--- src/include/mbh_pkg.sv ---
// package: bus modes, timing counts and request/answer carriers for the host
package mbh_pkg;
   // ***************************************
   // bus wiring modes
   // ***************************************
   localparam logic [1:0] MODE_MUX = 2'h0;   // low port carries a0-7 and data
   localparam logic [1:0] MODE_SEP = 2'h1;   // ports carry address only
   localparam logic [1:0] MODE_BURST = 2'h2; // a4-19 shared with d0-15
   // control_input_a style: write strobe or read/write select
   localparam logic CTL_A_WR_STROBE = 1'b0;
   localparam logic CTL_A_RW_SELECT = 1'b1;

   // ***************************************
   // strobe timing, in ref_clk cycles
   // ***************************************
   localparam int CLK_NS = 20;
   localparam int ADDR_NS = 40;   // address setup and strobe width
   localparam int STB_NS = 100;   // read/write strobe width
   localparam int HOLD_NS = 20;   // hold after strobe release
   localparam logic [3:0] ADDR_CYC = 4'((ADDR_NS + CLK_NS - 1) / CLK_NS);
   localparam logic [3:0] STB_CYC = 4'((STB_NS + CLK_NS - 1) / CLK_NS);
   localparam logic [3:0] HOLD_CYC = 4'((HOLD_NS + CLK_NS - 1) / CLK_NS);
   // reset pulse held on the device after our own reset
   localparam int RST_NS = 200;
   localparam logic [3:0] RST_CYC = 4'((RST_NS + CLK_NS - 1) / CLK_NS);

   // ***************************************
   // carriers
   // ***************************************
   typedef struct packed {
      logic write;        // 1 write, 0 read
      logic code_fetch;   // drive program_select_n instead of read strobe
      logic [19:0] addr;
      logic [15:0] wdata;
   } mbh_req_t;

   typedef struct packed {
      logic [15:0] rdata;
   } mbh_rsp_t;

   typedef enum logic [5:0] {
      ST_RESET = 6'h01,
      ST_IDLE = 6'h02,
      ST_ADDR = 6'h04,
      ST_TURN = 6'h08,
      ST_STB = 6'h10,
      ST_HOLD = 6'h20
   } mbh_state_t;
endpackage

--- src/mbh_host.sv ---
// host-side controller that drives the companion device's bus pins
`timescale 1ns/1ns
module mbh_host (
   input wire logic ref_clk,
   input wire logic rst,
   input wire logic [1:0] bus_mode,
   input wire logic ctl_a_style,
   input wire logic req_valid,
   input wire mbh_pkg::mbh_req_t req,
   output logic req_ready,
   output logic rsp_valid,
   output mbh_pkg::mbh_rsp_t rsp,
   input wire logic [7:0] lower_addr_data_port_i,
   output logic [7:0] lower_addr_data_port_o,
   output logic [7:0] lower_addr_data_port_oe,
   input wire logic [7:0] upper_addr_data_port_i,
   output logic [7:0] upper_addr_data_port_o,
   output logic [7:0] upper_addr_data_port_oe,
   output logic address_strobe_in,
   output logic control_input_a,
   output logic data_strobe_n,
   output logic program_select_n,
   output logic device_reset_n
);
   mbh_pkg::mbh_state_t state_q;
   logic [3:0] cnt_q;
   mbh_pkg::mbh_req_t cur_q;
   logic [15:0] din_s1_q, din_s2_q, din_s3_q;
   logic ctl_rw_q;

   // ***************************************
   // pad input synchroniser
   // ***************************************
   // only the third stage is sampled, and only once s2 and s3 agree
   always_ff @(posedge ref_clk or posedge rst) begin
      if (rst) begin
         din_s1_q <= 16'h0000;
         din_s2_q <= 16'h0000;
         din_s3_q <= 16'h0000;
      end else begin
         din_s1_q <= {upper_addr_data_port_i, lower_addr_data_port_i};
         din_s2_q <= din_s1_q;
         din_s3_q <= din_s2_q;
      end
   end

   // ***************************************
   // sequencer
   // ***************************************
   // reset -> idle -> addr (strobe) -> turn -> strobe -> hold -> idle
   always_ff @(posedge ref_clk or posedge rst) begin
      if (rst) begin
         state_q <= mbh_pkg::ST_RESET;
         cnt_q <= 4'h0;
         cur_q <= '0;
      end else begin
         case (state_q)
            mbh_pkg::ST_RESET: begin
               // keep the device in reset for a while after power-up
               if (cnt_q == mbh_pkg::RST_CYC - 4'h1) begin
                  state_q <= mbh_pkg::ST_IDLE;
                  cnt_q <= 4'h0;
               end else begin
                  cnt_q <= cnt_q + 4'h1;
               end
            end
            mbh_pkg::ST_IDLE: begin
               if (req_valid) begin
                  cur_q <= req;
                  state_q <= mbh_pkg::ST_ADDR;
                  cnt_q <= 4'h0;
               end
            end
            mbh_pkg::ST_ADDR: begin
               if (cnt_q == mbh_pkg::ADDR_CYC - 4'h1) begin
                  state_q <= mbh_pkg::ST_TURN;
                  cnt_q <= 4'h0;
               end else begin
                  cnt_q <= cnt_q + 4'h1;
               end
            end
            mbh_pkg::ST_TURN: begin
               state_q <= mbh_pkg::ST_STB;
            end
            mbh_pkg::ST_STB: begin
               // strobe width covers the three-stage sampling delay
               if (cnt_q == mbh_pkg::STB_CYC - 4'h1) begin
                  state_q <= mbh_pkg::ST_HOLD;
                  cnt_q <= 4'h0;
               end else begin
                  cnt_q <= cnt_q + 4'h1;
               end
            end
            mbh_pkg::ST_HOLD: begin
               if (cnt_q == mbh_pkg::HOLD_CYC - 4'h1) begin
                  state_q <= mbh_pkg::ST_IDLE;
                  cnt_q <= 4'h0;
               end else begin
                  cnt_q <= cnt_q + 4'h1;
               end
            end
            default: begin
               state_q <= mbh_pkg::ST_RESET;
               cnt_q <= 4'h0;
            end
         endcase
      end
   end

   // ***************************************
   // pin drivers
   // ***************************************
   // address phase: port wiring follows the host bus mode
   always_ff @(posedge ref_clk or posedge rst) begin
      if (rst) begin
         lower_addr_data_port_o <= 8'h00;
         upper_addr_data_port_o <= 8'h00;
         lower_addr_data_port_oe <= 8'h00;
         upper_addr_data_port_oe <= 8'h00;
      end else if (state_q == mbh_pkg::ST_IDLE && req_valid) begin
         lower_addr_data_port_oe <= 8'hff;
         upper_addr_data_port_oe <= 8'hff;
         if (bus_mode == mbh_pkg::MODE_BURST) begin
            lower_addr_data_port_o <= req.addr[11:4];
            upper_addr_data_port_o <= req.addr[19:12];
         end else begin
            lower_addr_data_port_o <= req.addr[7:0];
            upper_addr_data_port_o <= req.addr[15:8];
         end
      end else if (state_q == mbh_pkg::ST_TURN) begin
         // data phase: separate bus keeps address; mux swaps the low port, burst both ports to data
         if (bus_mode == mbh_pkg::MODE_MUX) begin
            lower_addr_data_port_o <= cur_q.wdata[7:0];
            lower_addr_data_port_oe <= {8{cur_q.write}};
         end else if (bus_mode == mbh_pkg::MODE_BURST) begin
            lower_addr_data_port_o <= cur_q.wdata[7:0];
            upper_addr_data_port_o <= cur_q.wdata[15:8];
            lower_addr_data_port_oe <= {8{cur_q.write}};
            upper_addr_data_port_oe <= {8{cur_q.write}};
         end
      end else if (state_q == mbh_pkg::ST_HOLD &&
                   cnt_q == mbh_pkg::HOLD_CYC - 4'h1) begin
         lower_addr_data_port_oe <= 8'h00;
         upper_addr_data_port_oe <= 8'h00;
      end
   end

   // strobes idle high except address_strobe_in, which idles low; rw select idles at read
   always_ff @(posedge ref_clk or posedge rst) begin
      if (rst) begin
         address_strobe_in <= 1'b0;
         ctl_rw_q <= 1'b1;
         data_strobe_n <= 1'b1;
         program_select_n <= 1'b1;
      end else begin
         address_strobe_in <= (state_q == mbh_pkg::ST_IDLE && req_valid) ||
            (state_q == mbh_pkg::ST_ADDR &&
             cnt_q != mbh_pkg::ADDR_CYC - 4'h1);
         if (state_q == mbh_pkg::ST_IDLE && req_valid) begin
            ctl_rw_q <= ~req.write;
         end else if (state_q == mbh_pkg::ST_IDLE) begin
            ctl_rw_q <= 1'b1;
         end
         // data strobe on non-fetch reads, and on non-fetch writes in r/w select style, where
         // the select level alone cannot time the write
         data_strobe_n <= ~(state_q == mbh_pkg::ST_TURN &&
            !cur_q.code_fetch && (!cur_q.write ||
            ctl_a_style == mbh_pkg::CTL_A_RW_SELECT)) &
            (data_strobe_n | state_q != mbh_pkg::ST_STB |
             cnt_q == mbh_pkg::STB_CYC - 4'h1);
         // code fetch uses the program select line
         program_select_n <= ~(state_q == mbh_pkg::ST_TURN &&
            !cur_q.write && cur_q.code_fetch) &
            (program_select_n | state_q != mbh_pkg::ST_STB |
             cnt_q == mbh_pkg::STB_CYC - 4'h1);
      end
   end

   // write strobe pulses during the strobe phase in strobe style
   always_ff @(posedge ref_clk or posedge rst) begin
      if (rst) begin
         control_input_a <= 1'b1;
      end else if (ctl_a_style == mbh_pkg::CTL_A_RW_SELECT) begin
         control_input_a <= (state_q == mbh_pkg::ST_IDLE && req_valid) ?
            ~req.write : ctl_rw_q;
      end else begin
         control_input_a <= ~((state_q == mbh_pkg::ST_TURN && cur_q.write) ||
            (state_q == mbh_pkg::ST_STB && cur_q.write &&
             cnt_q != mbh_pkg::STB_CYC - 4'h1));
      end
   end

   // device reset held low until our own power-up wait ends
   always_ff @(posedge ref_clk or posedge rst) begin
      if (rst) begin
         device_reset_n <= 1'b0;
      end else begin
         device_reset_n <= (state_q != mbh_pkg::ST_RESET);
      end
   end

   // ***************************************
   // user answer
   // ***************************************
   always_ff @(posedge ref_clk or posedge rst) begin
      if (rst) begin
         req_ready <= 1'b0;
         rsp_valid <= 1'b0;
         rsp <= '0;
      end else begin
         req_ready <= (state_q == mbh_pkg::ST_HOLD &&
            cnt_q == mbh_pkg::HOLD_CYC - 4'h1) ||
            (state_q == mbh_pkg::ST_IDLE && !req_valid) ||
            (state_q == mbh_pkg::ST_RESET &&
             cnt_q == mbh_pkg::RST_CYC - 4'h1);
         rsp_valid <= state_q == mbh_pkg::ST_STB && !cur_q.write &&
            cnt_q == mbh_pkg::STB_CYC - 4'h1;
         // sampled at the strobe's end; s2 equal to s3 means stable
         if (state_q == mbh_pkg::ST_STB && !cur_q.write &&
             cnt_q == mbh_pkg::STB_CYC - 4'h1 && din_s2_q == din_s3_q) begin
            rsp.rdata <= (bus_mode == mbh_pkg::MODE_BURST) ? din_s3_q :
               {8'h00, din_s3_q[7:0]};
         end
      end
   end
endmodule

--- config.mk ---
export PLATFORM = sky130hd
export DESIGN_NAME = mbh_host
export DESIGN_NICKNAME = d
export VERILOG_FILES = /design/src/include/mbh_pkg.sv /design/src/mbh_host.sv
export SDC_FILE = /design/constraint.sdc
export NUM_CORES = 1
export LEC_CHECK = 0
export BUFFER_PORTS_ARGS = -buffer_cell sky130_fd_sc_hd__buf_2
export CAP_MARGIN = 20
export CORE_MARGIN = 8
export CORE_UTILIZATION = 57
export CTS_CLUSTER_DIAMETER = 50
export CTS_CLUSTER_SIZE = 25
export DETAILED_ROUTE_END_ITERATION = 16
export GPL_TIMING_DRIVEN = 0
export HOLD_SLACK_MARGIN = 0.05
export PLACE_DENSITY = 0.81
export SLEW_MARGIN = 15
export SYNTH_ARGS = -nofsm -noshare
export SYNTH_HDL_FRONTEND = slang
export SYNTH_SLANG_ARGS = --single-unit
--- constraint.sdc ---
create_clock -name ref_clk -period 7.7 [get_ports ref_clk]
set_input_delay 1.54 -clock ref_clk [delete_from_list [all_inputs] [get_ports ref_clk]]
set_output_delay 1.54 -clock ref_clk [all_outputs]
set_load 0.01 [all_outputs]
Word-level counts from Yosys, hierarchy flattened
Cells that the tools add are included.
W data, S select, Z words.
{"block": "totals", "in_bits": 60, "output_inout_bits": 55, "ff_bits": 132}
{"block": "op_classes", "bitwise": 11, "n_eq_ne": 24, "add_sub_neg": 1, "n_reduce_logical": 37, "muxes": 35}
{"cell": "$mux W8", "n": 18}
{"cell": "$pmux W6 S6", "n": 1}
{"cell": "$mux W6", "n": 5}
{"cell": "$pmux W4 S6", "n": 1}
{"cell": "$mux W4", "n": 5}
{"cell": "$eq A16 B16 Y1", "n": 1}
{"cell": "$mux W16", "n": 1}
{"cell": "$logic_and A1 B1 Y1", "n": 15}
{"cell": "$ne A4 B3 Y1 const B", "n": 2}
{"cell": "$reduce_and A2 Y1", "n": 4}
{"cell": "$eq A6 B1 Y1 const B", "n": 1}
{"cell": "$eq A6 B2 Y1 const B", "n": 1}
{"cell": "$eq A6 B3 Y1 const B", "n": 1}
{"cell": "$eq A6 B4 Y1 const B", "n": 1}
{"cell": "$eq A6 B5 Y1 const B", "n": 1}
{"cell": "$eq A6 B6 Y1 const B", "n": 1}
{"cell": "$ne A2 B1 Y1 const B", "n": 3}
{"cell": "$ne A2 B2 Y1 const B", "n": 3}
{"cell": "$ne A6 B1 Y1 const B", "n": 1}
{"cell": "$ne A6 B5 Y1 const B", "n": 1}
{"cell": "$reduce_and A3 Y1", "n": 2}
{"cell": "$reduce_bool A2 Y1", "n": 3}
{"cell": "$reduce_bool A3 Y1", "n": 2}
{"cell": "$logic_or A1 B1 Y1", "n": 5}
{"cell": "16 further kinds", "n": 29}

Longest topological paths before layout
{"block": "logic_depth", "word_depth": 6, "mapped_depth": 8}

Least setup slack after synthesis
OpenSTA, ideal clock, no wires.
{"block": "synth_timing", "path_type": "input port to flip-flop", "from": "in req_valid", "to": "reg address_strobe_in", "slack_ns": 4.914, "path_stages": 5, "setup_ns": 0.142, "arrival_time_ns": 2.644, "path_buffers": 3, "t_required_ns": 7.558, "path_cell_list": "nand4_1 > clkbuf_1 > clkbuf_1 > clkbuf_1 > o21ai_0"}
{"block": "synth_via", "elab_chain_len": 2}
{"element": "start, declared", "line": "mbh_host.sv:8", "rtl": "input wire logic req_valid,"}
{"element": "$logic_and A1 B1 Y1", "line": "mbh_host.sv:156", "rtl": "address_strobe_in <= (state_q == mbh_pkg::ST_IDLE && req_valid) ||"}
{"element": "$logic_or A1 B1 Y1", "line": "mbh_host.sv:156"}
{"element": "end signal, assigned", "line": "mbh_host.sv:156"}
{"element": "end, declared", "line": "mbh_host.sv:19", "rtl": "output logic address_strobe_in,"}
No other way between the ends.
A chain may end at the register's enable or synchronous reset.

Worst setup path in the final report
{"block": "layout_timing", "from": "in req_valid", "to": "reg upper_addr_data_port_o[3]"}
{"block": "layout_via", "elab_chain_len": 3}
{"element": "$logic_and A1 B1 Y1 *", "line": "mbh_host.sv:120", "rtl": "end else if (state_q == mbh_pkg::ST_IDLE && req_valid) begin"}
{"element": "$ne A2 B2 Y1 (no line) or $reduce_bool A2 Y1 (tied branches)"}
{"element": "$reduce_and A3 Y1 (no line)"}
{"element": "end signal, assigned", "line": "mbh_host.sv:125", "rtl": "upper_addr_data_port_o <= req.addr[19:12];"}
{"element": "end signal, assigned", "line": "mbh_host.sv:128", "rtl": "upper_addr_data_port_o <= req.addr[15:8];"}
{"element": "end signal, assigned", "line": "mbh_host.sv:137", "rtl": "upper_addr_data_port_o <= cur_q.wdata[15:8];"}
{"element": "end, declared", "line": "mbh_host.sv:17", "rtl": "output logic [7:0] upper_addr_data_port_o,"}
Every way passes the cells marked *; elsewhere a longest branch is shown, timed or not.

==> flow_summary.ini <==
[run_status]
status = complete, no violations

[setup_path]
start_kind = input port
rr_worst_depth = 6
worstPathRequired_ns = 8.07
worstPathArrival_ns = 3.27
path_class = input port to register
r2r-end = upper_addr_data_port_o[3]
critPathCaptureType = register
r2r-start = state_q[0]
reg2reg_slack_ns = 5.28
crit_fanout = 10

[clocking]
clock_sinks = 118
htree_num_levels = 4
cts_buffers = 17
ctsLongestPathBuffers = 2
insertion_delay_ns = 0.51
clkSlewWorstSetupHoldPaths_ns = 0.06
root_buffer = clkbuf_8
cts.repair.resized = 0
post-cts-setup-buffers = 0
cts_tree = done
cts_hold_buf = 0

[global_route]
grt_max_degree = 75
grt-ovfl-total = 0
grt_pass1_vias = 3627
antenna_found_initial = 0
grt_usage_pct = 19.36
grt_pass1_wl_um = 17400

[drt]
wl_um = 10680
firstDrtPassIters = 4
wire_per_inst_um = 17.23
vias = 3366
remaining_drc_errors = 0
ant_nets = 0
drt_iter0_markers = 178
via_per_inst = 5.429

[synth]
synth-edff-count = 0
syn_inst = 368
async_reset_ff_share_pct = 100.0
syn_nets = 431
netlist_area_mm2 = 0.004733
synthTopCellsByArea = dfrtp_1 (60%), mux2_2 (5.7%), mux2i_1 (3.4%)
synthFlopType = dfrtp_1
ys_seq_area_share_pct = 62.52
synth_top_area_cell = dfrtp_1
yosysWarnings = 0
ys_ff_latch = 118
synth_area_per_cell_um2 = 12.86
synth_cell_types = 47
yosysTopAreaCellShare_pct = 59.74

[floorplanning]
die_h_um = 107.1
rows = 33
die_width_um = 107.1
start_util_pct = 58.19
dieArea_mm2 = 0.01148
io_pins = 115
core-area_mm2 = 0.008134

[min_path]
min_path_cells = 0
whs_endpoint = din_s2_q[8]
min_from = din_s1_q[8]
min_path_type = register to register

[sta]
min_period_ns = 2.902
setup_viol = 0
finalCritPeriodShare_pct = 37.69
final_max_slew_viol_count = 0
worst_pin_slew_ns = 0.6674
rsz0062_at_grt = false
hold_violations = 0
setup_slack_ns = 4.798
max_freq_ghz = 0.3446
setup_tns_ns = 0
skew_ns = 0.007124
slew_headroom_pct = 55.04

[cells_and_area]
utilization_pct = 74.39
area_growth_pct = 27.83
nets = 565
drive_gt1_share_pct = 39.22
diodes = 0

[place]
dp_worst_setup_slack_ns = 4.313
dp_hpwl_um = 7674
port_buffers = 114
gp_congestion = 0.8635

[flow_run]
cap_violations = 0

[power_and_ir_drop]
powerDensity_mw_per_mm2 = 310.0
irDropWorstVdd_mv = 0.1788
p_leak_nw = 2.930
[registers in the layout (all words and copies together) (netlist names)]
signal                   cells
lower_addr_data_port_o       8
lower_addr_data_port_oe      1
address_strobe_in            1
cur_q                       18
upper_addr_data_port_o       8
din_s1_q                    16
din_s2_q                    16
upper_addr_data_port_oe      1
rsp                         16
req_ready                    1
data_strobe_n                1
ctl_rw_q                     1
program_select_n             1
control_input_a              1
cnt_q                        4
din_s3_q                    16
state_q                      6
device_reset_n               1
rsp_valid                    1
[layout by cell type (no fill, tap or decap), drive strengths merged, types with 8 or more instances in the layout]
master  netlist  routed
a211oi       16      16
a21oi        11      11
a31oi         8       8
and2         16      16
buf          17     132
clkbuf        9      27
dfrtp       113     113
inv          15      22
mux2         26      26
mux2i        16      16
nand2        29      29
nor2         11      11
xnor2         9       9
xor2          8       8
[critical path, stage by stage]
cell      delay, ns
buf_2          0.13
nand4_1        0.11
clkbuf_1       0.48
clkbuf_1       0.42
clkbuf_1       0.43
a31oi_1        0.15
[where the power goes]
group          leakage, nW  switching (mW)  total, mW  internal [mW]
logic                 1.20           0.157      0.309          0.152
registers             1.45          0.0690      0.799          0.730
clock network        0.280           0.297      0.767          0.469
[routing by layer]
layer | vias up | GRT usage (%) | wire [µm]
met3 | 18 | 6.419 | 822
met1 | 1688 | 21.24 | 4112
met5 | - | 0 | 0
li1 | 1538 | - | -
met4 | 0 | 8.442 | 171
met2 | 122 | 33.45 | 5576
[final cells by class]
cell class,count,area [µm²]
buffer,26,160.2
timing repair buffer,115,598.1
clock buffer,18,417.9
fill,533,2083
multi-input combinational,209,1558
sequential,118,2959
inverter,15,61.31
tap,105,131.4
clock inverter,14,165.2
[worst max path at each step]
| stage | startpoint | endpoint | slack [ns] | cells past startpoint |
|---|---|---|---|---|
| 6_report | req_valid | upper_addr_data_port_o[3] | 4.80 | 6 |
| 5_1_grt | req_valid | address_strobe_in | 4.66 | 6 |
| 4_1_cts | lower_addr_data_port_oe[6] | lower_addr_data_port_oe[2] | 4.84 | 2 |
| 3_5_place_dp | req_valid | address_strobe_in | 4.31 | 6 |
| 3_3_place_gp | rst | cnt_q[0] | 1.95 | 2 |
| 2_1_floorplan | rst | address_strobe_in | 3.04 | 1 |
[stage by stage]
step	cells	total power [mW]	cell area [µm²]	hold WS (ns)
after floorplan	368	0.9938	4733	0.3312
after global placement	587	1.096	5435	0.3317
after detailed placement	588	1.119	5468	0.3358
after CTS	620	1.892	6051	0.3504
after global routing	620	1.962	6051	0.3560
final	620	1.876	6051	0.3470
[cell usage after synthesis (8+ instances only)]
| cell type | number |
|---|---|
| mux2i_1 | 16 |
| xor2_1 | 8 |
| nor2_1 | 9 |
| nand2_1 | 29 |
| a211oi_1 | 16 |
| dfrtp_1 | 113 |
| mux2_2 | 24 |
| clkbuf_1 | 9 |
| and2_1 | 16 |
| xnor2_1 | 9 |
| inv_1 | 15 |
| a21oi_1 | 11 |
| buf_4 | 14 |
| a31oi_1 | 8 |
[logic make-up after synthesis]
kind of cell | synth area share, %
AND/OR/NAND/NOR | 11.50
buffers and inverters | 4.573
XOR/XNOR | 3.146
multiplexers | 9.728
flip-flops | 62.52
adder cells (fa/ha/maj) | 0.7931
AO/OA/AOI/OAI | 7.746
Power figures use the tool's default switching activity.
